--- src/core/fec_pkg.sv ---
package fec_pkg;
  // ==========================================================
  // command codes and unlock addresses
  localparam logic [7:0] CMD_UNLOCK1 = 8'hAA;
  localparam logic [7:0] CMD_UNLOCK2 = 8'h55;
  localparam logic [7:0] CMD_ERASE_SETUP = 8'h80;
  localparam logic [7:0] CMD_BULK = 8'h10;
  localparam logic [7:0] CMD_SECTOR = 8'h30;
  localparam logic [7:0] CMD_SUSPEND = 8'hB0;
  localparam logic [7:0] CMD_RESUME = 8'h30;
  localparam logic [7:0] CMD_RESET = 8'hF0;
  localparam logic [11:0] ADDR_UNLOCK1 = 12'hAAA;
  localparam logic [11:0] ADDR_UNLOCK2 = 12'h554;
  // ==========================================================
  // status bit positions and fill values
  localparam int BIT_POLL = 7;
  localparam int BIT_TOGGLE = 6;
  localparam int BIT_ERROR = 5;
  localparam int BIT_TIMEOUT = 3;
  localparam logic [7:0] INVALID_DATA = 8'h00;
  localparam logic [7:0] STATUS_BASE = 8'h00;
  localparam logic [11:0] MASK_NONE = 12'h000;
  localparam logic [11:0] MASK_ALL = 12'hFFF;
  // ==========================================================
  // timing
  localparam int CLK_MHZ = 100;
  localparam int WINDOW_US = 100;
  localparam int WINDOW_CYC = WINDOW_US * CLK_MHZ;
  localparam int RECOVER_US = 25;
  localparam int RECOVER_CYC = RECOVER_US * CLK_MHZ;
  localparam int SUSPEND_NS = 1000;
  localparam int SUSPEND_CYC = (SUSPEND_NS * CLK_MHZ) / 1000;
  localparam int ERASE_CYC_DEF = 50000;
  localparam int MAX_ATTEMPTS = 4;
  localparam int CNT_W = 16;
  localparam logic [CNT_W-1:0] CNT_ZERO = 16'h0000;
  localparam logic [CNT_W-1:0] CNT_ONE = 16'h0001;
  localparam logic [3:0] ATT_ZERO = 4'h0;
  localparam logic [3:0] ATT_ONE = 4'h1;

  typedef enum logic [3:0] {
    ST_READ, ST_U1, ST_U2, ST_SETUP, ST_U3, ST_U4, ST_WINDOW,
    ST_SECT, ST_BULK, ST_SUSPENDING, ST_SUSPENDED, ST_FAIL, ST_RECOVER
  } fec_state_t;
endpackage

--- src/core/fec_flash_erase_ctrl.sv ---
// Our own choices: the placing of the registers and the address-and-strobe port.
`timescale 1ns/100ps
module fec_flash_erase_ctrl
  import fec_pkg::*;
#(
  parameter int WINDOW_CYCLES = WINDOW_CYC,
  parameter int ERASE_CYCLES = ERASE_CYC_DEF
) (
  input wire logic clk,
  input wire logic resetn,
  input wire logic [11:0] addr,
  input wire logic [7:0] wdata,
  input wire logic wr_strobe,
  input wire logic rd_strobe,
  output logic [7:0] rdata,
  input wire logic [7:0] primary_sector_selects,
  input wire logic [3:0] secondary_sector_selects,
  input wire logic sram_select,
  input wire logic io_select,
  input wire logic [7:0] primary_rdata,
  input wire logic [7:0] secondary_rdata,
  input wire logic [7:0] sram_rdata,
  input wire logic [7:0] io_rdata,
  input wire logic [11:0] sector_protect,
  input wire logic erase_verify_ok,
  input wire logic reset_pin_n,
  output logic [11:0] erase_sector_mask,
  output logic erasing,
  output logic error_flag
);

  // ==========================================================
  // state
  typedef struct packed {
    fec_state_t st;
    logic [CNT_W-1:0] cnt;
    logic [CNT_W-1:0] hold;
    logic [3:0] att;
    logic [11:0] mask;
    logic toggle;
    logic err;
    logic [7:0] rdata;
    logic [2:0] pin_sync;
    logic pin_low;
    logic erasing;
  } fec_regs_t;

  localparam logic [CNT_W-1:0] WIN_LOAD = CNT_W'(WINDOW_CYCLES);
  localparam logic [CNT_W-1:0] ERASE_LOAD = CNT_W'(ERASE_CYCLES);
  localparam logic [CNT_W-1:0] REC_LOAD = CNT_W'(RECOVER_CYC);
  localparam logic [CNT_W-1:0] SUS_LOAD = CNT_W'(SUSPEND_CYC);
  localparam logic [3:0] ATT_MAX = 4'(MAX_ATTEMPTS);

  fec_regs_t state_reg;
  fec_regs_t state_next;

  // ==========================================================
  // helpers
  // effective sector vector {secondary, primary} after overlap priority
  function automatic logic [11:0] eff_sel(input logic [7:0] pri, input logic [3:0] sec,
                                          input logic sram, input logic io);
    logic [11:0] v;
    v = MASK_NONE;
    if (!(sram || io)) begin
      if (|sec) begin
        v = {sec, 8'h00};
      end else begin
        v = {4'h0, pri};
      end
    end
    return v;
  endfunction

  function automatic logic cmd_at(input logic [7:0] d, input logic [11:0] a,
                                  input logic [7:0] dc, input logic [11:0] ac);
    return (d == dc) && (a == ac);
  endfunction

  logic [11:0] sel;
  logic any_sel;
  logic even_sel;
  logic pin_fall_cond;

  always_comb begin
    sel = eff_sel(primary_sector_selects, secondary_sector_selects, sram_select, io_select);
    any_sel = |sel;
    even_sel = any_sel && !addr[0];
  end

  // ==========================================================
  // next state
  always_comb begin
    logic busy;
    logic status_hit;
    logic [7:0] st_byte;
    busy = 1'b0;
    status_hit = 1'b0;
    st_byte = STATUS_BASE;
    pin_fall_cond = 1'b0;
    state_next = state_reg;
    state_next.pin_sync = {state_reg.pin_sync[1:0], reset_pin_n};
    // pin level changes once second and third stages agree
    if (state_reg.pin_sync[1] == state_reg.pin_sync[2]) begin
      state_next.pin_low = !state_reg.pin_sync[2];
    end
    pin_fall_cond = state_next.pin_low && !state_reg.pin_low;

    // ---------------- read path
    busy = (state_reg.st == ST_WINDOW) || (state_reg.st == ST_SECT) ||
           (state_reg.st == ST_BULK) || (state_reg.st == ST_SUSPENDING) ||
           (state_reg.st == ST_FAIL);
    status_hit = busy && |(sel & state_reg.mask);
    if (state_reg.st == ST_BULK) begin
      status_hit = any_sel;
    end
    st_byte[BIT_POLL] = 1'b0;
    st_byte[BIT_TOGGLE] = state_reg.toggle;
    st_byte[BIT_ERROR] = state_reg.err;
    st_byte[BIT_TIMEOUT] = (state_reg.st != ST_WINDOW);
    if (rd_strobe) begin
      if (sram_select) begin
        state_next.rdata = sram_rdata;
      end else if (io_select) begin
        state_next.rdata = io_rdata;
      end else if (status_hit) begin
        state_next.rdata = st_byte;
        state_next.toggle = !state_reg.toggle;
      end else if ((state_reg.st == ST_SUSPENDED) && |(sel & state_reg.mask)) begin
        state_next.rdata = INVALID_DATA;
      end else if (|secondary_sector_selects) begin
        state_next.rdata = secondary_rdata;
      end else begin
        state_next.rdata = primary_rdata;
      end
    end

    // ---------------- timers
    if (state_reg.cnt != CNT_ZERO) begin
      state_next.cnt = state_reg.cnt - CNT_ONE;
    end

    unique case (state_reg.st)
      ST_READ: begin
        if (wr_strobe) begin
          if (cmd_at(wdata, addr, CMD_UNLOCK1, ADDR_UNLOCK1)) begin
            state_next.st = ST_U1;
          end else if (wdata == CMD_RESET) begin
            state_next.err = 1'b0;
          end
        end
      end
      ST_U1: begin
        if (wr_strobe) begin
          state_next.st = cmd_at(wdata, addr, CMD_UNLOCK2, ADDR_UNLOCK2) ? ST_U2 : ST_READ;
        end
      end
      ST_U2: begin
        if (wr_strobe) begin
          if (cmd_at(wdata, addr, CMD_ERASE_SETUP, ADDR_UNLOCK1)) begin
            state_next.st = ST_SETUP;
          end else begin
            state_next.st = ST_READ;
          end
        end
      end
      ST_SETUP: begin
        if (wr_strobe) begin
          state_next.st = cmd_at(wdata, addr, CMD_UNLOCK1, ADDR_UNLOCK1) ? ST_U3 : ST_READ;
        end
      end
      ST_U3: begin
        if (wr_strobe) begin
          state_next.st = cmd_at(wdata, addr, CMD_UNLOCK2, ADDR_UNLOCK2) ? ST_U4 : ST_READ;
        end
      end
      ST_U4: begin
        if (wr_strobe) begin
          state_next.st = ST_READ;
          if (cmd_at(wdata, addr, CMD_BULK, ADDR_UNLOCK1)) begin
            state_next.st = ST_BULK;
            state_next.mask = MASK_ALL & ~sector_protect;
            state_next.cnt = ERASE_LOAD;
            state_next.att = ATT_ONE;
            state_next.err = 1'b0;
            state_next.erasing = 1'b1;
          end else if ((wdata == CMD_SECTOR) && any_sel) begin
            state_next.st = ST_WINDOW;
            state_next.mask = sel & ~sector_protect;
            state_next.cnt = WIN_LOAD;
            state_next.err = 1'b0;
          end
        end
      end
      ST_WINDOW: begin
        if (wr_strobe) begin
          if ((wdata == CMD_SECTOR) && any_sel) begin
            state_next.mask = state_reg.mask | (sel & ~sector_protect);
            state_next.cnt = WIN_LOAD;
          end else if ((wdata == CMD_SUSPEND) && even_sel) begin
            state_next.st = ST_SUSPENDING;
            state_next.cnt = SUS_LOAD;
          end else begin
            state_next.st = ST_READ;
            state_next.mask = MASK_NONE;
          end
        end else if (state_reg.cnt == CNT_ZERO) begin
          state_next.st = ST_SECT;
          state_next.cnt = ERASE_LOAD;
          state_next.att = ATT_ONE;
          state_next.erasing = 1'b1;
        end
      end
      ST_SECT, ST_BULK: begin
        if (wr_strobe && (state_reg.st == ST_SECT)) begin
          if ((wdata == CMD_SUSPEND) && even_sel) begin
            state_next.st = ST_SUSPENDING;
            // the suspend timer reuses cnt, so park what is left of the attempt
            state_next.hold = state_reg.cnt;
            state_next.cnt = SUS_LOAD;
            state_next.erasing = 1'b0;
          end else if (wdata == CMD_RESET) begin
            state_next.st = ST_RECOVER;
            state_next.cnt = REC_LOAD;
            state_next.erasing = 1'b0;
          end
        end else if (state_reg.cnt == CNT_ZERO) begin
          if (erase_verify_ok) begin
            state_next.st = ST_READ;
            state_next.mask = MASK_NONE;
            state_next.erasing = 1'b0;
          end else if (state_reg.att == ATT_MAX) begin
            state_next.st = ST_FAIL;
            state_next.err = 1'b1;
            state_next.erasing = 1'b0;
          end else begin
            state_next.att = state_reg.att + ATT_ONE;
            state_next.cnt = ERASE_LOAD;
          end
        end
      end
      ST_SUSPENDING: begin
        if (state_reg.cnt == CNT_ZERO) begin
          state_next.st = ST_SUSPENDED;
        end
      end
      ST_SUSPENDED: begin
        if (wr_strobe) begin
          if ((wdata == CMD_RESUME) && even_sel) begin
            state_next.st = ST_SECT;
            state_next.erasing = 1'b1;
            if (state_reg.att == ATT_ZERO) begin
              state_next.cnt = ERASE_LOAD;
              state_next.att = ATT_ONE;
            end else begin
              // continue the interrupted attempt where it stopped
              state_next.cnt = state_reg.hold;
            end
          end else if (wdata == CMD_RESET) begin
            state_next.st = ST_READ;
            state_next.mask = MASK_NONE;
          end
        end
      end
      ST_FAIL: begin
        if (wr_strobe && (wdata == CMD_RESET)) begin
          state_next.st = ST_RECOVER;
          state_next.cnt = REC_LOAD;
        end
      end
      ST_RECOVER: begin
        if (state_reg.cnt == CNT_ZERO) begin
          state_next.st = ST_READ;
          state_next.mask = MASK_NONE;
          state_next.err = 1'b0;
        end
      end
    endcase

    // window-suspended erase has not started any attempt yet
    if ((state_reg.st == ST_WINDOW) && (state_next.st == ST_SUSPENDING)) begin
      state_next.att = ATT_ZERO;
    end

    // reset pin overrides command state, queue, erasing and error flag; the read path still runs
    if (state_next.pin_low) begin
      state_next.erasing = 1'b0;
      state_next.mask = MASK_NONE;
      state_next.err = 1'b0;
      if (pin_fall_cond && (state_reg.erasing || state_reg.st == ST_SUSPENDING)) begin
        state_next.st = ST_RECOVER;
        state_next.cnt = REC_LOAD;
      end else if (state_reg.st != ST_RECOVER) begin
        state_next.st = ST_READ;
        state_next.cnt = CNT_ZERO;
      end
    end
  end

  // ==========================================================
  // registers
  always_ff @(posedge clk or negedge resetn) begin
    if (!resetn) begin
      state_reg <= '{st: ST_READ, cnt: CNT_ZERO, hold: CNT_ZERO, att: ATT_ZERO,
                     mask: MASK_NONE,
                     toggle: 1'b0, err: 1'b0, rdata: 8'h00, pin_sync: 3'h7,
                     pin_low: 1'b0, erasing: 1'b0};
    end else begin
      state_reg <= state_next;
    end
  end

  assign rdata = state_reg.rdata;
  assign erase_sector_mask = state_reg.mask;
  assign erasing = state_reg.erasing;
  assign error_flag = state_reg.err;

endmodule

--- config.mk ---
export PLATFORM = sky130hd
export DESIGN_NAME = fec_flash_erase_ctrl
export DESIGN_NICKNAME = d
export VERILOG_FILES = /design/src/core/fec_pkg.sv /design/src/core/fec_flash_erase_ctrl.sv
export SDC_FILE = /design/constraint.sdc
export NUM_CORES = 1
export LEC_CHECK = 0
export ABC_AREA = 0
export BUFFER_PORTS_ARGS = -buffer_cell sky130_fd_sc_hd__buf_2
export CELL_PAD_IN_SITES_DETAIL_PLACEMENT = 1
export CELL_PAD_IN_SITES_GLOBAL_PLACEMENT = 1
export CORE_MARGIN = 2
export CORE_UTILIZATION = 37
export DETAILED_ROUTE_END_ITERATION = 12
export GPL_TIMING_DRIVEN = 1
export PLACE_DENSITY = 0.81
export RECOVER_POWER = 50
export SYNTH_ARGS = -nofsm -noshare
export SYNTH_HDL_FRONTEND = slang
export SYNTH_SLANG_ARGS = --single-unit
--- constraint.sdc ---
create_clock -name clk -period 2.6 [get_ports clk]
set_input_delay 0.52 -clock clk [delete_from_list [all_inputs] [get_ports clk]]
set_output_delay 0.52 -clock clk [all_outputs]
set_load 0.02 [all_outputs]
==> reports/metrics.cfg <==
[run_status]
status = finished with violations
violations = max-capacitance violations, max-slew violations, negative setup slack

[timing]
hold_viol_final = 0
period_needed_ns = 2.618
drv_slew = 27
max_freq_mhz = 381.9
finalSetupViolations = 3
setup_ws_ns = -0.01837
slew_headroom = -0.04270
rsz0062_at_grt = yes
holdWs_ns = 0.2648
worst_pin_slew_ns = 1.564
period_share = 1.007
skew_ns = 0.01157

[final_layout]
fin_nets = 976
diodes = 0
fin_area_mm2 = 0.007342
mostFrequentLayoutCells = buf_4 (135), nand2_1 (109), buf_2 (99)
layout_commonest_cell = buf_4
drive_gt1_frac = 0.3505
area_growth_pct = 38.46
largest_reg_flops = 43
fillers = 1737

[clocking]
cts-root-buf = clkbuf_16
cts_tree = built
clk_path_buf_depth = 2
clkTransAtPathRegs_ns = 0.06
clock-sinks = 67
htreeDepth = 3
cts_made_buffers = 9
clk_latency_ns = 0.35
postCtsHoldBufs = 0

[setup_path]
cp_data_arrival_time_ns = 2.84
critical_path_buf_inv_count = 2
path_class = reg -> reg
slowest_stage = nor3_1
cp_top_family = simple AND/OR/NAND/NOR gates
required_ns = 2.82
slowest_delay_ns = 0.46
cp_cell_sequence = nor3_1 > nand4_1 > buf_6 > o31ai_4 > buf_6 > nand2b_4 > o211ai_1 > a221oi_1 > nor2_1
crit_cells = 9
crit_path_max_fanout = 5
worstSetupEndpointType = flop
startpoint_type = flop
critPathMostFrequentCell = buf_6
ff2ff_path_depth = 9

[placed_design]
hpwlAfterDp_um = 17760
place_area_mm2 = 0.006815
globalplace.congestion = 1.009
port_buffers = 105

[drt]
drt_iter0_markers = 609
firstDrtPassIters = 5
drc = 0
routed_wl_um = 23040
wl_per_cell_um = 21.47
routed_via_density = 6.039
ant_nets = 0
num_vias = 6480

[yosys]
syn_area_mm2 = 0.005303
synth_ff_type = dfrtp_1
synthDistinctLibCells = 72
synth_edf_count = 0
synthCells = 689
synthArstFlopShare = 1.000
ys_warn_count = 0
synthesis.nets = 777
syn_area_per_cell_um2 = 7.696
seq_area_frac_synth = 0.3169
ys_ff_latch = 67

[worst_hold_path]
hold_class = in -> reg
min_path_cells = 1

[floorplanning]
core_mm2 = 0.01393
start_util = 0.3805
die_x_um = 123.7
die_h_um = 123.7
die-area_mm2 = 0.01531
ios = 106
rows = 43

[grt]
grt_util_all_layers = 0.3017
grt_pass1_wl_um = 35270
antenna_found_initial = 0
grt_max_degree = 42
overflow = 0
grt_pass1_vias = 6640

[run]
drv_cap = 1

[pwr]
p_per_area_mw_per_mm2 = 347.1
leakage_nw = 3.348
ir_drop_mv = 0.2589

-- report_power, final --
group | internal, mW | total (mW) | switching [mW]
Combinational | 0.119 | 0.288 | 0.169
Clock | 0.671 | 1.19 | 0.515
Sequential | 1.06 | 1.07 | 0.0107
Total | 1.85 | 2.55 | 0.694
-- path summary, 6_finish.rpt --
| path | from | end | slack [ns] |
|---|---|---|---|
| max in group asynchronous | resetn | state_next[3] | 1.06 |
| worst min register to register | state_next[3] | state_next[4] | 0.36 |
| worst max-delay path | state_reg[59] | state_reg[60] | -0.02 |
| worst max register to register | state_reg[59] | state_reg[60] | -0.02 |
| min in group asynchronous | resetn | erase_sector_mask[5] | 0.55 |
| worst min-delay path | reset_pin_n | state_next[3] | 0.26 |
-- logic make-up (layout without fill, tap and decap cells) --
group,Yosys count,count (layout),share of synthesized area
buffers and inverters,71,275,0.06559
adders and majority gates,4,4,0.009439
and+or+nand+nor,319,319,0.3122
AOI/OAI and AO/OA,202,202,0.2492
muxes,11,11,0.02194
DFF,67,67,0.3169
xor gates and xnor gates,15,15,0.02478
-- area by class of cell --
cell class,instances,area (um2),share of cell area
well taps,180,225.2,0.03067
multi-input cells,551,3482,0.4743
clock buffers,10,239.0,0.03255
repair buffers,247,1629,0.2219
inverters,12,45.04,0.006135
clock inverters,6,40.04,0.005453
flip-flops and latches,67,1682,0.2290
-- metrics by stage --
stage / std cells / utilization / setup TNS, ns / power (mW) / setup slack (ns)
floorplan: 689 / - / -0.01937 / 1.219 / -0.01937
global placement: 1050 / 0.4891 / -7.511 / 1.367 / -0.3442
detailed placement: 1050 / 0.4891 / -10.16 / 1.381 / -0.3847
CTS: 1068 / 0.5133 / 0 / 2.560 / 0.01541
global route: 1073 / 0.5269 / -0.4574 / 2.629 / -0.06898
finish: 1073 / 0.5269 / -0.03078 / 2.549 / -0.01837
-- layer usage --
metal / GRT usage / vias to the layer above / wire, um
met3: 0.04716 / 49 / 1612
met4: 0.1314 / 0 / 681
met1: 0.3795 / 3216 / 9675
li1: - / 2936 / -
met5: 0 / - / 0
met2: 0.5110 / 279 / 11070
-- synthesized netlist by cell type, drive strengths merged (4+ instances only) --
library cell  instances  area (um2)
o21bai                4       30.03
nand2               110       412.9
xnor2                 8       70.07
clkbuf               31       116.4
mux2i                 6       60.06
o22ai                 9       56.30
o211ai                4       30.03
nand4                 8       50.05
nor3                 19       95.09
a211oi                4       30.03
nor4bb                4       40.04
buf                  28       186.4
dfrtp                64        1602
a221oi                9       78.83
nor2                 59       221.5
a22oi                14       105.1
and3                 13       81.33
a22o                 14       122.6
xor2                  7       61.31
nand3b                8       60.06
o21ai                41       205.2
ha                    4       50.05
or3                   9       56.30
a21oi                59       299.0
a31oi                 8       50.05
nand2b                7       43.79
nand3                22       115.1
mux2                  5       56.30
or4b                  4       43.79
nand4b                6       52.55
nor4                 12       81.33
inv                  11       41.29
nor2b                 6       37.54
and2                  7       43.79
or4                   4       30.03
a21o                  5       37.54
-- what timing repair did --
| action | 4_1_cts | 5_1_grt |
|---|---|---|
| pin swaps | 3 | 13 |
| buffers inserted | 2 | 5 |
| endpoints found under the hold margin | 0 | 0 |
| setup endpoints to repair | 32 | 35 |
| resized for setup | 10 | 36 |
Note: power is estimated with default switching activity, not from simulation.
